### src/cbt_pkg.sv
// constants, types and timing helpers for the command bus training controller
// assumes a single 50 MHz system clock; all times are held in picoseconds
`default_nettype none
package cbt_pkg;
    localparam int unsigned CLK_PS = 20000;
    localparam int unsigned CA_W = 6;
    localparam int unsigned VREF_W = 7;
    // register byte offsets
    localparam logic [7:0] REG_CTRL = 8'h00;
    localparam logic [7:0] REG_CLKDIV = 8'h04;
    localparam logic [7:0] REG_VREF = 8'h08;
    localparam logic [7:0] REG_CAPAT = 8'h0c;
    localparam logic [7:0] REG_ENTCMD = 8'h10;
    localparam logic [7:0] REG_EXITCMD = 8'h14;
    localparam logic [7:0] REG_STATUS = 8'h18;
    // control bit positions
    localparam int unsigned CTRL_ENTER = 0;
    localparam int unsigned CTRL_EXIT = 1;
    localparam int unsigned CTRL_VREF = 2;
    localparam int unsigned CTRL_CA = 3;
    // vref register fields
    localparam int unsigned VREF_RANGE_BIT = 6;
    localparam int unsigned VREF_RCHG_BIT = 16;
    // reset values
    localparam logic [7:0] RST_DIV_NORM = 8'h03;
    localparam logic [7:0] RST_DIV_TRAIN = 8'h00;
    localparam logic [6:0] RST_VREF = 7'h00;
    localparam logic [3:0] RST_PULSES = 4'h2;
    // timing figures
    localparam int unsigned T_CKELCK_PS = 5000;
    localparam int unsigned N_CKELCK = 5;
    localparam int unsigned T_DQSCKE_PS = 10000;
    localparam int unsigned T_CAENT_PS = 250000;
    localparam int unsigned T_VREF_LONG_PS = 250000;
    localparam int unsigned T_VREF_SHORT_PS = 80000;
    localparam int unsigned T_XP_PS = 7500;
    localparam int unsigned N_XP = 5;
    localparam int unsigned N_PRECS_EXTRA = 2;
    localparam int unsigned T_CKCKEH_PS = 1750;
    localparam int unsigned N_CKCKEH = 3;
    localparam int unsigned T_ADR_PS = 20000;
    localparam int unsigned T_XCBT_SHORT_PS = 200000;
    localparam int unsigned T_XCBT_LONG_PS = 250000;
    localparam int unsigned N_XCBT = 5;
    localparam int unsigned MIN_DQS_PULSES = 2;
    localparam logic [19:0] C_DQSCKE = 20'((T_DQSCKE_PS + CLK_PS - 1) / CLK_PS);

    typedef enum logic [3:0] {
        S_IDLE = 4'b0000, S_ENTCMD = 4'b0001, S_PARK = 4'b0010, S_CKEL = 4'b0011,
        S_CAENT = 4'b0100, S_READY = 4'b0101, S_VPULSE = 4'b0110, S_VWAIT = 4'b0111,
        S_CAPRE = 4'b1000, S_CABEAT = 4'b1001, S_CAPOST = 4'b1010, S_EXCLK = 4'b1011,
        S_EXWAIT = 4'b1100, S_EXITCMD = 4'b1101
    } cbt_state_t;

    // system cycles in one ck period for a divider setting
    function automatic logic [19:0] ck_cycles(input logic [7:0] div);
        ck_cycles = {11'h000, div, 1'b0} + 20'h00002;
    endfunction

    // larger of a time (rounded up) and a number of ck periods, in system cycles
    function automatic logic [19:0] wait_cycles(input int unsigned ps,
                                                input int unsigned nck,
                                                input logic [7:0] div);
        int unsigned a;
        int unsigned b;
        a = (ps + CLK_PS - 1) / CLK_PS;
        b = nck * {12'h000, ck_cycles(div)};
        if (b > a) a = b;
        if (a == 0) a = 1;
        wait_cycles = a[19:0];
    endfunction

    // ck periods covering the asynchronous read delay, rounded up
    function automatic int unsigned cacd_nck(input logic [7:0] div);
        int unsigned p;
        p = CLK_PS * {12'h000, ck_cycles(div)};
        cacd_nck = (T_ADR_PS + p - 1) / p;
    endfunction
endpackage
`default_nettype wire

### src/cbt_host_ctrl.sv
// host controller that drives a low-power dram through command bus training
// assumes a classic wishbone master and the dram pins sampled on clk_sys
//
// The implementer's own choices: the Wishbone register port and the register offsets.
`default_nettype none
module cbt_host_ctrl (
    // clock and reset
    input wire logic clk_sys,
    input wire logic arst_n,
    // wishbone slave
    input wire logic wb_cyc_i,
    input wire logic wb_stb_i,
    input wire logic wb_we_i,
    input wire logic [7:0] wb_adr_i,
    input wire logic [3:0] wb_sel_i,
    input wire logic [31:0] wb_dat_i,
    output logic [31:0] wb_dat_o,
    output logic wb_ack_o,
    // dram clock and command
    output logic ck_t,
    output logic ck_c,
    output logic cke,
    output logic cs,
    output logic [cbt_pkg::CA_W-1:0] ca,
    // strobe, driven only during training
    output logic dqs_t_o,
    output logic dqs_c_o,
    output logic dqs_oe_n,
    // vref data out and ca echo in
    output logic [cbt_pkg::VREF_W-1:0] dq_o,
    output logic dq_oe_n,
    input wire logic [cbt_pkg::CA_W-1:0] ca_echo_i
);
    import cbt_pkg::*;

    typedef struct packed {
        cbt_state_t state;
        logic [7:0] div_cnt;
        logic ck;
        logic ck_n;
        logic sel_train;
        logic cke;
        logic cs;
        logic [5:0] ca;
        logic dqs_t;
        logic dqs_c;
        logic dqs_oe_n;
        logic [6:0] dq;
        logic dq_oe_n;
        logic [2:0] beat;
        logic [4:0] pcnt;
        logic ack;
        logic [31:0] rdat;
        logic [7:0] div_norm;
        logic [7:0] div_train;
        logic [6:0] vref_new;
        logic [6:0] vref_cur;
        logic [3:0] npulse;
        logic rng_chg;
        logic [5:0] ca_pat;
        logic [23:0] ent_cmd;
        logic [23:0] exit_cmd;
        logic [5:0] echo;
        logic echo_valid;
    } regs_t;

    regs_t r;
    regs_t n;
    logic tmr_load;
    logic [19:0] tmr_val;
    logic tmr_done;
    logic wr;
    logic fall;
    logic [7:0] div;
    logic go_enter;
    logic go_exit;
    logic go_vref;
    logic go_ca;
    logic one_step;
    logic [4:0] np2;
    logic [23:0] cmd;
    logic [6:0] lvl_diff;

    cbt_wait_timer #(.W(20)) u_timer (
        .clk_sys(clk_sys),
        .arst_n(arst_n),
        .load(tmr_load),
        .load_val(tmr_val),
        .expired(tmr_done)
    );

    always_comb begin
        n = r;
        tmr_load = 1'b0;
        tmr_val = 20'h00000;
        go_enter = 1'b0;
        go_exit = 1'b0;
        go_vref = 1'b0;
        go_ca = 1'b0;
        // ack one cycle after the strobe; write lands on the ack edge
        n.ack = wb_cyc_i & wb_stb_i & ~r.ack;
        wr = wb_cyc_i & wb_stb_i & wb_we_i & r.ack;
        div = r.sel_train ? r.div_train : r.div_norm;
        // ck divider: free running so the clock never stops during training
        fall = (r.div_cnt >= div) && r.ck;
        if (r.div_cnt >= div) begin
            n.div_cnt = 8'h00;
            n.ck = ~r.ck;
            n.ck_n = r.ck;
        end else begin
            n.div_cnt = r.div_cnt + 8'h01;
        end
        if (wr) begin
            if (wb_adr_i == REG_CTRL) begin
                go_enter = wb_sel_i[0] & wb_dat_i[CTRL_ENTER];
                go_exit = wb_sel_i[0] & wb_dat_i[CTRL_EXIT];
                go_vref = wb_sel_i[0] & wb_dat_i[CTRL_VREF];
                go_ca = wb_sel_i[0] & wb_dat_i[CTRL_CA];
            end else if (wb_adr_i == REG_CLKDIV) begin
                if (wb_sel_i[0]) n.div_norm = wb_dat_i[7:0];
                if (wb_sel_i[1]) n.div_train = wb_dat_i[15:8];
            end else if (wb_adr_i == REG_VREF) begin
                if (wb_sel_i[0]) n.vref_new = wb_dat_i[6:0];
                if (wb_sel_i[1]) n.npulse = wb_dat_i[11:8];
                if (wb_sel_i[2]) n.rng_chg = wb_dat_i[VREF_RCHG_BIT];
            end else if (wb_adr_i == REG_CAPAT) begin
                if (wb_sel_i[0]) n.ca_pat = wb_dat_i[5:0];
            end else if (wb_adr_i == REG_ENTCMD) begin
                for (int i = 0; i < 3; i++) begin
                    if (wb_sel_i[i]) n.ent_cmd[i*8 +: 8] = wb_dat_i[i*8 +: 8];
                end
            end else if (wb_adr_i == REG_EXITCMD) begin
                for (int i = 0; i < 3; i++) begin
                    if (wb_sel_i[i]) n.exit_cmd[i*8 +: 8] = wb_dat_i[i*8 +: 8];
                end
            end
        end
        if (n.ack) begin
            if (wb_adr_i == REG_CLKDIV) begin
                n.rdat = {16'h0000, r.div_train, r.div_norm};
            end else if (wb_adr_i == REG_VREF) begin
                n.rdat = {15'h0000, r.rng_chg, 4'h0, r.npulse, 1'b0, r.vref_new};
            end else if (wb_adr_i == REG_CAPAT) begin
                n.rdat = {26'h0000000, r.ca_pat};
            end else if (wb_adr_i == REG_ENTCMD) begin
                n.rdat = {8'h00, r.ent_cmd};
            end else if (wb_adr_i == REG_EXITCMD) begin
                n.rdat = {8'h00, r.exit_cmd};
            end else if (wb_adr_i == REG_STATUS) begin
                n.rdat = {9'h000, r.vref_cur, 1'b0, r.echo_valid, r.echo, r.state,
                          r.sel_train, ~r.cke, r.state == S_READY,
                          (r.state != S_IDLE) && (r.state != S_READY)};
            end else begin
                n.rdat = 32'h00000000;
            end
        end
        // a one-step change keeps the range and moves the level by one
        lvl_diff = {1'b0, r.vref_new[5:0]} - {1'b0, r.vref_cur[5:0]};
        one_step = (r.vref_new[VREF_RANGE_BIT] == r.vref_cur[VREF_RANGE_BIT]) &&
                   ((lvl_diff == 7'h01) || (lvl_diff == 7'h7f));
        np2 = (r.npulse < 4'(MIN_DQS_PULSES)) ? 5'(2 * MIN_DQS_PULSES) : {r.npulse, 1'b0};
        cmd = (r.state == S_EXITCMD) ? r.exit_cmd : r.ent_cmd;
        case (r.state)
            S_IDLE: begin
                if (go_enter) begin
                    n.state = S_ENTCMD;
                    n.beat = 3'h0;
                end
            end
            S_ENTCMD, S_EXITCMD: begin
                // each mode write part is two beats, cs high on the first only
                if (fall) begin
                    if (r.beat == 3'h4) begin
                        n.cs = 1'b0;
                        n.ca = 6'h00;
                        if (r.state == S_ENTCMD) begin
                            n.dqs_t = 1'b0;
                            n.dqs_c = 1'b1;
                            n.dqs_oe_n = 1'b0;
                            n.dq = r.vref_cur;
                            n.dq_oe_n = 1'b0;
                            tmr_load = 1'b1;
                            tmr_val = C_DQSCKE;
                            n.state = S_PARK;
                        end else begin
                            n.state = S_IDLE;
                        end
                    end else begin
                        n.cs = ~r.beat[0];
                        n.ca = cmd[r.beat[1:0]*6 +: 6];
                        n.beat = r.beat + 3'h1;
                    end
                end
            end
            S_PARK: begin
                if (tmr_done) begin
                    n.cke = 1'b0;
                    tmr_load = 1'b1;
                    tmr_val = wait_cycles(T_CKELCK_PS, N_CKELCK, r.div_norm);
                    n.state = S_CKEL;
                end
            end
            S_CKEL: begin
                // ck keeps toggling and cs stays low until the interval ends
                if (tmr_done) begin
                    n.sel_train = 1'b1;
                    tmr_load = 1'b1;
                    tmr_val = wait_cycles(T_CAENT_PS, 1, r.div_train);
                    n.state = S_CAENT;
                end
            end
            S_CAENT: begin
                if (tmr_done) n.state = S_READY;
            end
            S_READY: begin
                if (go_vref) begin
                    n.dq = r.vref_new;
                    n.pcnt = 5'h00;
                    n.state = S_VPULSE;
                end else if (go_ca) begin
                    n.echo_valid = 1'b0;
                    tmr_load = 1'b1;
                    tmr_val = wait_cycles(T_XP_PS, N_XP, div) +
                              20'(N_PRECS_EXTRA * ck_cycles(div));
                    n.state = S_CAPRE;
                end else if (go_exit) begin
                    n.sel_train = 1'b0;
                    tmr_load = 1'b1;
                    tmr_val = wait_cycles(T_CKCKEH_PS, N_CKCKEH, r.div_norm);
                    n.state = S_EXCLK;
                end
            end
            S_VPULSE: begin
                // data was set a cycle earlier and stays static through every pulse
                if (r.pcnt == np2) begin
                    tmr_load = 1'b1;
                    tmr_val = one_step ? wait_cycles(T_VREF_SHORT_PS, 1, div) :
                              wait_cycles(T_VREF_LONG_PS, 1, div);
                    n.state = S_VWAIT;
                end else begin
                    n.pcnt = r.pcnt + 5'h01;
                    n.dqs_t = ~r.dqs_t;
                    n.dqs_c = r.dqs_t;
                end
            end
            S_VWAIT: begin
                if (tmr_done) begin
                    n.vref_cur = r.dq;
                    n.state = S_READY;
                end
            end
            S_CAPRE: begin
                if (tmr_done && fall) begin
                    n.cs = 1'b1;
                    n.ca = r.ca_pat;
                    n.state = S_CABEAT;
                end
            end
            S_CABEAT: begin
                if (fall) begin
                    n.cs = 1'b0;
                    n.ca = 6'h00;
                    tmr_load = 1'b1;
                    tmr_val = wait_cycles(T_XP_PS, N_XP, div);
                    if (tmr_val < 20'(cacd_nck(div) * ck_cycles(div))) begin
                        tmr_val = 20'(cacd_nck(div) * ck_cycles(div));
                    end
                    n.state = S_CAPOST;
                end
            end
            S_CAPOST: begin
                if (tmr_done) begin
                    n.echo = ca_echo_i;
                    n.echo_valid = 1'b1;
                    n.state = S_READY;
                end
            end
            S_EXCLK: begin
                if (tmr_done) begin
                    n.cke = 1'b1;
                    n.dqs_oe_n = 1'b1;
                    n.dq_oe_n = 1'b1;
                    tmr_load = 1'b1;
                    tmr_val = wait_cycles(r.rng_chg ? T_XCBT_LONG_PS : T_XCBT_SHORT_PS,
                                          N_XCBT, r.div_norm);
                    if (tmr_val < wait_cycles(T_VREF_LONG_PS, 1, r.div_norm)) begin
                        tmr_val = wait_cycles(T_VREF_LONG_PS, 1, r.div_norm);
                    end
                    n.state = S_EXWAIT;
                end
            end
            S_EXWAIT: begin
                if (tmr_done) begin
                    n.beat = 3'h0;
                    n.state = S_EXITCMD;
                end
            end
            default: n.state = S_IDLE;
        endcase
    end

    always_ff @(posedge clk_sys or negedge arst_n) begin
        if (!arst_n) begin
            r <= '0;
            r.state <= S_IDLE;
            r.ck_n <= 1'b1;
            r.cke <= 1'b1;
            r.dqs_oe_n <= 1'b1;
            r.dq_oe_n <= 1'b1;
            r.dqs_c <= 1'b1;
            r.div_norm <= RST_DIV_NORM;
            r.div_train <= RST_DIV_TRAIN;
            r.vref_new <= RST_VREF;
            r.vref_cur <= RST_VREF;
            r.npulse <= RST_PULSES;
        end else begin
            r <= n;
        end
    end

    assign wb_dat_o = r.rdat;
    assign wb_ack_o = r.ack;
    assign ck_t = r.ck;
    assign ck_c = r.ck_n;
    assign cke = r.cke;
    assign cs = r.cs;
    assign ca = r.ca;
    assign dqs_t_o = r.dqs_t;
    assign dqs_c_o = r.dqs_c;
    assign dqs_oe_n = r.dqs_oe_n;
    assign dq_o = r.dq;
    assign dq_oe_n = r.dq_oe_n;

    // helper counters: cycles since the last cke edge and cycles cs has been low
    logic [15:0] gap_q;
    logic [15:0] csl_q;
    always_ff @(posedge clk_sys or negedge arst_n) begin
        if (!arst_n) begin
            gap_q <= 16'hffff;
            csl_q <= 16'h0000;
        end else begin
            gap_q <= (n.cke != r.cke) ? 16'h0000 :
                     ((gap_q == 16'hffff) ? gap_q : gap_q + 16'h0001);
            csl_q <= n.cs ? 16'h0000 : ((csl_q == 16'hffff) ? csl_q : csl_q + 16'h0001);
        end
    end

    a_ckel_freq_hold: assert property (@(posedge clk_sys) disable iff (!arst_n)
        $rose(r.sel_train) |-> !r.cke &&
            gap_q >= 16'(wait_cycles(T_CKELCK_PS, N_CKELCK, r.div_norm) - 20'h1))
        else $error("frequency changed too soon after cke low");
    a_ckel_cs_low: assert property (@(posedge clk_sys) disable iff (!arst_n)
        (r.state == S_CKEL) |-> !r.cs && !r.cke)
        else $error("cs high during post cke low interval");
    a_vref_two_pulses: assert property (@(posedge clk_sys) disable iff (!arst_n)
        (r.state == S_VPULSE) ##1 (r.state == S_VWAIT) |-> $past(r.pcnt) >= 5'(2 * MIN_DQS_PULSES))
        else $error("fewer than two strobe pulses for vref");
    a_park_strobe: assert property (@(posedge clk_sys) disable iff (!arst_n)
        $fell(r.cke) |-> $past(!r.dqs_t && r.dqs_c && !r.dqs_oe_n))
        else $error("strobe not parked before cke low");
    a_caent_gap: assert property (@(posedge clk_sys) disable iff (!arst_n)
        $rose(r.cs) && !r.cke |-> gap_q >= 16'((T_CAENT_PS + CLK_PS - 1) / CLK_PS))
        else $error("training command too soon after cke low");
    a_exit_cs_low: assert property (@(posedge clk_sys) disable iff (!arst_n)
        $rose(r.cke) |-> !r.cs && !r.sel_train &&
            csl_q >= 16'(wait_cycles(T_CKCKEH_PS, N_CKCKEH, r.div_norm)))
        else $error("cs or clock not settled before cke high");
    a_cacd_space: assert property (@(posedge clk_sys) disable iff (!arst_n)
        $rose(r.echo_valid) |-> csl_q >= 16'(cacd_nck(r.div_train) * ck_cycles(r.div_train)))
        else $error("echo sampled before read delay");
    a_exit_wait: assert property (@(posedge clk_sys) disable iff (!arst_n)
        $rose(r.cs) && r.cke && r.state == S_EXITCMD |->
            gap_q >= 16'(wait_cycles(T_VREF_LONG_PS, N_XCBT, r.div_norm)))
        else $error("command too soon after training exit");
    a_wb_ack_pulse: assert property (@(posedge clk_sys) disable iff (!arst_n)
        r.ack |=> !r.ack)
        else $error("ack held longer than one cycle");
endmodule
`default_nettype wire

### src/cbt_wait_timer.sv
// down counter used for every timed wait of the training controller
// assumes load is a one-cycle request; expired is registered
`default_nettype none
module cbt_wait_timer #(
    parameter int unsigned W = 20
) (
    // clock and reset
    input wire logic clk_sys,
    input wire logic arst_n,
    // control
    input wire logic load,
    input wire logic [W-1:0] load_val,
    // status
    output logic expired
);
    typedef struct packed {
        logic [W-1:0] cnt;
        logic expired;
    } tmr_t;
    tmr_t r;
    tmr_t n;

    always_comb begin
        n = r;
        if (load) begin
            n.cnt = load_val;
        end else if (r.cnt != '0) begin
            n.cnt = r.cnt - 1'b1;
        end
        n.expired = (n.cnt == '0);
    end

    always_ff @(posedge clk_sys or negedge arst_n) begin
        if (!arst_n) begin
            r <= '{cnt: '0, expired: 1'b1};
        end else begin
            r <= n;
        end
    end

    assign expired = r.expired;
endmodule
`default_nettype wire

### config.mk
export PLATFORM = sky130hd
export DESIGN_NAME = cbt_host_ctrl
export DESIGN_NICKNAME = d
export VERILOG_FILES = /design/src/cbt_pkg.sv /design/src/cbt_host_ctrl.sv /design/src/cbt_wait_timer.sv
export SDC_FILE = /design/constraint.sdc
export NUM_CORES = 1
export LEC_CHECK = 0
export BUFFER_PORTS_ARGS = -buffer_cell sky130_fd_sc_hd__buf_2
export CAP_MARGIN = 20
export CELL_PAD_IN_SITES_DETAIL_PLACEMENT = 0
export CELL_PAD_IN_SITES_GLOBAL_PLACEMENT = 2
export CORE_MARGIN = 3
export CORE_UTILIZATION = 39
export CTS_CLUSTER_SIZE = 20
export DETAILED_ROUTE_END_ITERATION = 10
export PLACE_DENSITY = 0.87
export SYNTH_ARGS = -nofsm -noshare
export SYNTH_HDL_FRONTEND = slang
export SYNTH_SLANG_ARGS = --single-unit
### constraint.sdc
create_clock -name clk_sys -period 104.4 [get_ports clk_sys]
set_input_delay 15.66 -clock clk_sys [delete_from_list [all_inputs] [get_ports clk_sys]]
set_output_delay 15.66 -clock clk_sys [all_outputs]
set_load 0.05 [all_outputs]
==> Word level (Yosys, flattened, before mapping) <==
Index checks and enable logic that the tools add are counted.
{ "word_totals": {"reg_bits": 192, "in_bits": 55, "wordCells": 332, "output_inout_bits": 54} }
{ "classes": {"addsub": 13, "reduce_logical": 56, "bitwise_logic": 18, "shift": 1, "n_lt_le_gt_ge": 12, "n_eq_ne": 46, "mul": 6, "div_mod_pow": 2, "n_mux": 144} }
{ "ops": {"columns": ["cell", "count"], "rows": [
  ["2-to-1 mux 32 bit", 25],
  ["2-to-1 mux 20 bit", 32],
  ["zero test 32 bit", 10],
  ["2-to-1 mux 24 bit", 6],
  ["case mux 20 bit (7 select lines)", 1],
  ["2-to-1 mux 23 bit", 3],
  ["2-to-1 mux 4 bit", 14],
  ["> comparator 23 x 1 -> 1 bit, second input constant", 2],
  ["multiplier 3 x 20 -> 23 bit, first input constant", 2],
  ["case mux 4 bit (11 select lines)", 1],
  ["less-than comparator 20 bit", 2],
  ["2-to-1 mux 10 bit", 4],
  ["AND reduction 5 bit", 8],
  ["adder 15 x 32 -> 32 bit, first input constant", 1],
  ["divider 32 x 15 -> 32 bit, second input constant", 1],
  ["divider 32 x 32 -> 32 bit", 1],
  ["> comparator 23 x 32 -> 1 bit", 1],
  ["multiplier 32 x 10 -> 20 bit", 1],
  ["subtractor 32 x 1 -> 32 bit, second input constant", 1],
  ["adder 9 x 2 -> 10 bit, second input constant", 3],
  ["2-to-1 mux 1 bit", 28],
  ["2-to-1 mux 7 bit", 4],
  ["!= test 2 bit, second input constant", 14],
  ["multiplier 10 x 20 -> 27 bit, first input constant", 1],
  ["other kinds (67)", 132]
]} }

==> Longest topological paths before layout <==
Gate-level depths: netlist of the first run.
{ "depth": {"depth_word": 23, "ltp_mapped": 501, "ltp_nobuf": 468} }

==> Modules after synthesis <==
Synthesis of the first run repeated with hierarchy kept, for this count alone.
{ "unflattened": {"hier_cells": 5632, "hier_area_um2": 42117.9} }
{ "modules_own_cells": {"columns": ["mod", "seq_area_each_um2", "area_per_inst_um2", "instances", "cells_per_inst"], "rows": [
  ["cbt_host_ctrl", 4062.6, 40684.0, 1, 5479],
  ["cbt_wait_timer", 526.8, 1433.9, 1, 153]
]} }

==> Least setup slack after synthesis of the first run <==
Ideal clock, no wire load.
{ "synth_timing": {"kind": "register to register", "start": "reg r[88] (netlist name)", "end": "reg u_timer.r (netlist bit u_timer.expired)", "stages_incl_launch_ff": 478, "period_less_slack_ns": 86.634, "path_buffers": 39, "slack_ns": 17.766, "arrival_time_ns": 86.571, "required_time_ns": 104.337, "setup_ns": 0.063, "cell_sequence": "dfstp_2 -> clkbuf_1 -> clkinv_1 -> o21ai_1 -> ha_1 -> xnor2_2 -> inv_2 -> clkbuf_1 -> clkbuf_1 -> fa_1 -> ha_1 -> ha_1 -> ha_1 -> ha_1 -> xor2_1 -> nand2_1 -> or3_1 -> clkbuf_1 -> (+442 left out) -> a21oi_1 -> o21bai_1 -> a21oi_1 -> xnor2_1 -> xnor2_1 -> xnor2_1 -> xnor2_1 -> xnor2_1 -> xnor2_1 -> xnor2_1 -> xnor2_1 -> nor3b_1 -> o21a_4 -> buf_8 -> mux2i_1 -> o221ai_1 -> nor4_1 -> and4_1"} }
{ "synth_rtl": {"columns": ["element", "line", "rtl"], "rows": [
  ["start: declaration", "cbt_host_ctrl.sv:67", "regs_t r;"],
  ["start signal: assignment", "cbt_host_ctrl.sv:317", "r <= n;"],
  ["end signal: assignment", "cbt_wait_timer.sv:35", "r <= '{cnt: '0, expired: 1'b1};"],
  ["end signal: assignment", "cbt_wait_timer.sv:37", "r <= n;"],
  ["end: declaration", "cbt_wait_timer.sv:20", "tmr_t r;"]
]} }

==> out/summary.txt, run 1 <==
Xor and xnor area share after synthesis - 8.12%
Routability cong. - 0.904
Proportion of layout cells with a drive suffix above 1 - 9.41%
Final clock skew - 14.7 ps
Worst max-slew margin expressed relative to the limit - 25.6%
Multiplexer share of the synthesized area - 5.87%
Overflow after GRT - 0
Routed met1 length - 66500 µm
EDFF count, synth - 0
Mean cell area of the mapped netlist - 7.54 µm²
First-pass iteration count of the detailed router - 5
Endpoint kind of the worst setup timing path - flop
Synthesized flop and latch total - 183
RSZ-0062 raised after global routing - no
Ports - 109
Required time at the worst-slack endpoint - 104800 ps
FMAX - 0.0105 GHz
Largest incremental delay on the critical path - 770 ps
Slowest-stage cell, CP - dfstp_2
Fin crit period - 95440 ps
Half-perimeter wire length after placement - 110000 µm
Area of the die - 0.111 mm²
Most frequently used flop master after synthesis - dfrtp_1
Multi-input gate area in the final layout - 0.0352 mm²
Root cell of the clock tree - clkbuf_16
CTS HTree Levels - 4
Clock insertion delay at the later pin of the skew report - 460 ps
# fillers - 11028
CTS max path bufs - 2
Count of antenna-violating nets left after detailed routing - 0
Clock transition at path regs - 90 ps
Complex-gate fraction of the synthesized area - 26.7%
Pin count of the biggest net entering global routing - 103
Global-route usage over all layers - 24.7%
Adder-cell area share of the yosys netlist - 21.2%
Post-synthesis cell area - 0.0418 mm²
Run status - finished, final reports clean
Total of buffers placed on input and output ports - 91
Wire length on met3 - 6200 µm
YS warnings - 0
Die Width - 333 µm
Most common library cell in the layout ignoring fill and taps - nor2_1
Worst path arrival time - 95850 ps
Post-synthesis simple-gate area fraction - 21.7%
Floorplan Core Area - 0.106 mm²
Sequential cell area - 0.00459 mm²
Crit Path Class - reg2reg
Crit path max fanout - 39
Initial Util - 39.5%
Via count of the first global-routing pass - 39531
Sequential area share after synthesis - 11.0%
Gate Count Post-Synth - 5540
NumNets Final - 6222
Transition at the pin with the smallest max-transition slack - 1110 ps
Period utilisation layout - 91.4%
Area growth syn-to-layout - 6.52%
Combinational family with the most area after synthesis - compound AO/OA/AOI/OAI gates
Routed via count - 40846
Die span in y - 333 µm
Commonest cells after routing, fill and taps aside - nor2_1, ha_1, nand2_1, a21oi_1, o21ai_0
Average detailed-routed wire length per instance - 20.3 µm
Highest layer used for signal routing - met4
Number of CTS-inserted buffers - 17
Number of failing setup endpoints in the final timing report - 0
Via-per-instance ratio - 5.89
FFs w/ async S/R, synth - 100%
Number of cell rows - 119
Post-Route Setup TNS - 0 ps
Global-route wire length before repair - 222000 µm
Most common cell type on the critical path - o21a_1
# Max-Cap Violations - 0
Launching element type of the critical path - flop
Drt first-iter violations - 2995
Number of clock sinks - 183
DRC violation count after routing - 0
Final hold violations - 0
Initial antenna violation count - 1
TritonCTS clock tree - done
Post-cts hold buffer count - 0
Total length of routed met2 wires - 64400 µm
Total wire length - 141000 µm
Number of unique standard cell types used by synthesis - 131
Class of the worst hold path - reg2reg
Pins over their slew limit - 0
[cells by family (layout without fill, tap and decap cells)]
| group | Yosys count | count (layout) |
|---|---|---|
| AOI/OAI and AO/OA | 1687 | 1688 |
| xor gates and xnor gates | 384 | 384 |
| adders and majority gates | 646 | 646 |
| buffers and inverters | 540 | 523 |
| DFF | 183 | 183 |
| muxes | 211 | 211 |
| other | 1 | 15 |
| and+or+nand+nor | 1888 | 1889 |
[flip-flops by register name, summed over array words and instances, names as in the netlist, 6 cells and up]
register,flops
r,117
dq_o,7
ca,6
u_timer.r,20
wb_dat_o,24
[layout make-up]
class | instances | share of cell area [%]
Clock buffer | 17 | 0.956
Sequential cell | 183 | 10.3
Timing Repair Buffer | 186 | 2.71
Clock inverter | 15 | 0.470
Multi-Input combinational cell | 4831 | 79.1
Inverter | 305 | 2.57
Antenna cell | 2 | 0.0112
Tap cell | 1391 | 3.91
[Yosys cell counts, types with 14 or more instances]
cell type	count	share of area [%]
o21ai_0	324	3.9
mux2_2	143	3.9
or3_1	37	0.55
inv_1	297	2.7
o21ai_1	26	0.31
buf_2	19	0.23
and2_1	64	0.96
o22ai_1	23	0.34
a221oi_1	26	0.55
nor2b_1	70	1.0
a211oi_1	27	0.49
dfrtp_1	175	10
buf_4	49	0.88
a211o_1	15	0.31
a22oi_1	22	0.40
a31oi_1	44	0.66
a21oi_1	456	5.5
nor2_1	593	5.3
fa_1	103	4.9
ha_1	540	16
mux2i_1	53	1.3
nand3_1	120	1.4
o31ai_1	87	1.6
nor3_1	151	1.8
and3_1	36	0.54
o21a_1	153	2.7
o21bai_1	50	0.90
o211ai_1	31	0.56
nand2b_1	116	1.7
and4_1	14	0.29
nand2_1	474	4.3
xnor2_1	250	5.2
buf_1	16	0.14
or2_2	25	0.37
xor2_1	130	2.7
clkbuf_1	146	1.3
nor4_1	49	0.73
nand4_1	71	1.1
a21o_1	182	3.3
[per-layer routing]
layer / global-route usage, % / vias up
met5: 0 / -
met4: 6.21 / 0
met3: 2.05 / 152
met2: 41.1 / 1020
met1: 34.4 / 19596
li1: - / 20078
[repair_timing]
action,4_1_cts,5_1_grt
setup endpoints to repair,0,19
setup buffers,0,10
gates resized for setup,0,9
[path summary, 6_finish.rpt]
path                             start         endpoint  slack (ps)  cells past startpoint
worst max-delay path             r[88]  u_timer.expired        8960                    458
worst min-delay path               cke              cke         470                      2
worst max register to register   r[88]  u_timer.expired        8960                    458
worst min register to register     cke              cke         470                      2
max in group asynchronous       arst_n             ck_c       87890                      3
min in group asynchronous       arst_n            ca[5]       15280                      1
[worst max-delay path, delay by kind of cell (launching register included)]
family,cells,cell delay (ps)
AO/OA/AOI/OAI,244,49570
AND/OR/NAND/NOR,133,22290
buffers and inverters,26,5420
XOR/XNOR,11,2070
adder cells (fa/ha/maj),38,13280
flip-flops,1,770
multiplexers,6,1730
[through the flow]
stage	instance area (µm²)	hold WS, ps	std cells	worst slack (ps)	util (%)
3_3_place_gp	43700	456	6880	6460	41.3
4_1_cts	44300	474	6914	5470	41.9
3_5_place_dp	43700	462	6882	5900	41.3
2_1_floorplan	41800	444	5552	17770	-
5_1_grt	44500	502	6930	159	42.1
6_report	44500	474	6930	8960	42.1
Power of run 1 is not shown: default switching activity piles up to over one toggle a cycle in this logic, so the estimate is an artifact.
==> run 2: changes to the inputs <==
- SYNTH_HIERARCHICAL: default -> 1
==> run 2 against run 1 <==
- setup slack worse by 930 ps
- sequential share of layout area down 0.12 points
- highest routed layer unchanged
- count of clock-buffer cells in the layout unchanged
- synthesized area up 0.84%
- critical endpoint is now u_timer/expired
- global-route usage down 0.33 points
- die area up 0.82%
- final cell count up 1.6%
- register-to-register slack worse by 930 ps
- cell area up 1.2%
- largest cell class unchanged
==> out/summary.txt, run 2 <==
Most utilized layer in the global route result - met2
Largest incremental delay on the critical path - 720 ps
CTS HTree Levels - 4
DRC violation count after routing - 0
Post-route worst hold slack - 478 ps
Number of unique standard cell types used by synthesis - 121
Period utilisation layout - 92.3%
Number of diodes added for antenna fixing - 0
Fin crit period - 96380 ps
Final clock skew - 19.1 ps
Met1 track demand over resource - 34.0%
Area of the die - 0.112 mm²
Synth top area cells - ha_1, dfrtp_1, a21oi_1
Overflow after GRT - 0
Initial antenna violation count - 2
Total of buffers placed on input and output ports - 91
Half-perimeter wire length after placement - 110000 µm
Worst path arrival time - 96760 ps
Mean cell area of the mapped netlist - 7.48 µm²
Sequential area share after synthesis - 10.9%
Register with the highest flop count - r
CTS max path bufs - 2
Die Width - 335 µm
Number of clock sinks - 183
FFs w/ async S/R, synth - 100%
Global-route usage over all layers - 24.3%
Pwr per Cell Area - 21.0 mW/mm²
Via-per-instance ratio - 5.86
Leak - 0.0207 µW
Buffer and inverter count on the worst path - 19
Gate Count Post-Synth - 5632
Switching Power - 464 µW
Most common cell type on the critical path - o21a_1
Synthesized flop and latch total - 183
Total wire length - 141000 µm
Number of failing setup endpoints in the final timing report - 0
Number of CTS-inserted buffers - 17
Average detailed-routed wire length per instance - 20.0 µm
Combinational Power Share - 84.9%
# Max-Cap Violations - 0
Count of antenna-violating nets left after detailed routing - 0
Fraction of post-synthesis cell area in the top cell type by area - 16.0%
Clock insertion delay at the later pin of the skew report - 460 ps
Share of power burned in the clock network - 7.4%
Floorplan Core Area - 0.106 mm²
Pins over their slew limit - 0
Area growth syn-to-layout - 6.95%
Post-Route Setup TNS - 0 ps
Clock transition at path regs - 80 ps
Class of the worst hold path - reg2reg
Dominant cell by count in the synthesized netlist - nor2_1
Cell class contributing the biggest share of worst-path delay - compound AO/OA/AOI/OAI gates
Crit path max fanout - 38
EDFF count, synth - 0
Global-route wire length before repair - 221000 µm
TritonCTS clock tree - done
Dpl ws - 4700 ps
Worst max-slew margin expressed relative to the limit - 30.6%
FMAX - 0.0104 GHz
Commonest cells after routing, fill and taps aside - nor2_1, ha_1, nand2_1, a21oi_1, o21ai_0
Routability cong. - 0.898
Endpoint kind of the worst setup timing path - flop
Ports - 109
First-pass iteration count of the detailed router - 5
Routed via count - 41274
Number of flip-flops in the largest register - 117
Library cell occupying the most area in the post-synthesis netlist - ha_1
Slowest-stage cell, CP - dfstp_2
Final hold violations - 0
Most common library cell in the layout ignoring fill and taps - nor2_1
GRT met2 Usage - 41.7%
Peak supply drop - 50.7 µV
Proportion of layout cells with a drive suffix above 1 - 9.74%
Transition at the pin with the smallest max-transition slack - 1010 ps
Pin count of the biggest net entering global routing - 108
Number of cell rows - 119
NumNets Final - 6334
Switching part of the total - 49.1%
Proportion of power drawn by flip-flops and latches - 7.7%
Via count of the first global-routing pass - 39077
YS warnings - 6
Cell-internal power - 481 µW
Most frequently used flop master after synthesis - dfrtp_1
Leading post-synthesis cells by instance count - nor2_1, ha_1, nand2_1, a21oi_1, o21ai_0
RSZ-0062 raised after global routing - no
Global routing met3 resource utilization - 1.58%
Crit Path Class - reg2reg
Die span in y - 335 µm
Post-cts hold buffer count - 0
Root cell of the clock tree - clkbuf_16
Post-synthesis cell area - 0.0421 mm²
Required time at the worst-slack endpoint - 104790 ps
Initial Util - 39.7%
Run status - finished, final reports clean
Launching element type of the critical path - flop
Drt first-iter violations - 2781
Smallest setup slack after layout - 8020 ps
[run 2: layer usage]
layer / up-vias / share of wire (%)
met1: 19813 / 48
met3: 112 / 4.2
li1: 20405 / -
met2: 944 / 47
met5: - / 0
met4: 0 / 1.5
[run 2: final cells by class]
type / instances / area [µm²]
Fill cell: 10976 / 61100
Multi-Input combinational cell: 4890 / 35400
Sequential cell: 183 / 4590
Tap cell: 1391 / 1740
Timing Repair Buffer: 215 / 1430
Inverter: 329 / 1250
Clock buffer: 17 / 425
Clock inverter: 15 / 206
[run 2: power groups by stage]
stage | Combinational, µW | Clock, µW | Sequential [µW]
6_report | 802 | 70.0 | 72.3
5_1_grt | 920 | 73.6 | 72.4
3_5_place_dp | 797 | 0 | 73.7
4_1_cts | 804 | 71.0 | 72.3
3_3_place_gp | 789 | 0 | 73.7
2_1_floorplan | 646 | 0 | 75.1
[run 2: final timing paths]
| path | to | depth (start not counted) | start | slack [ps] |
|---|---|---|---|---|
| hold reg to reg | ca[1] | 2 | ca[1] | 480 |
| setup reg to reg | u_timer/expired | 481 | r[89] | 8020 |
| hold / removal | ca[1] | 2 | ca[1] | 480 |
| setup / recovery | u_timer/expired | 481 | r[89] | 8020 |
| min in group asynchronous | dq_o[5] | 1 | arst_n | 15310 |
| max in group asynchronous | r[63] | 3 | arst_n | 87780 |
[run 2: kinds of logic after synthesis]
| kind of cell | share of synthesized area [%] |
|---|---|
| other | 0.00890 |
| xor gates and xnor gates | 7.93 |
| muxes | 5.58 |
| buffers and inverters | 5.76 |
| adders and majority gates | 21.0 |
| DFF | 10.9 |
| AOI/OAI and AO/OA | 26.0 |
| and+or+nand+nor | 22.9 |
[run 2: worst register-to-register path, delay by kind of cell, from the launching register on]
| family | cells | cell delay (ps) |
|---|---|---|
| compound gates | 256 | 50370 |
| xor+xnor | 13 | 2030 |
| fa+ha+maj | 38 | 13240 |
| buf+inv | 19 | 3850 |
| flops | 1 | 720 |
| mux | 7 | 2390 |
| simple gates | 148 | 23750 |
[run 2: timing repair]
item	in CTS	in global routing
setup buffers	0	10
endpoints found under the setup margin	0	21
gates resized for setup	0	36
[run 2: metrics by stage]
step                cells  cell area (µm²)  util, %  power [µW]
floorplan            5644            42200        -         721
global placement     6996            44100     41.6         863
detailed placement   6996            44100     41.6         871
CTS                  7028            44800     42.2         947
global route         7040            45000     42.4        1070
finish               7040            45000     42.4         944
Power figures use the tool's default switching activity.
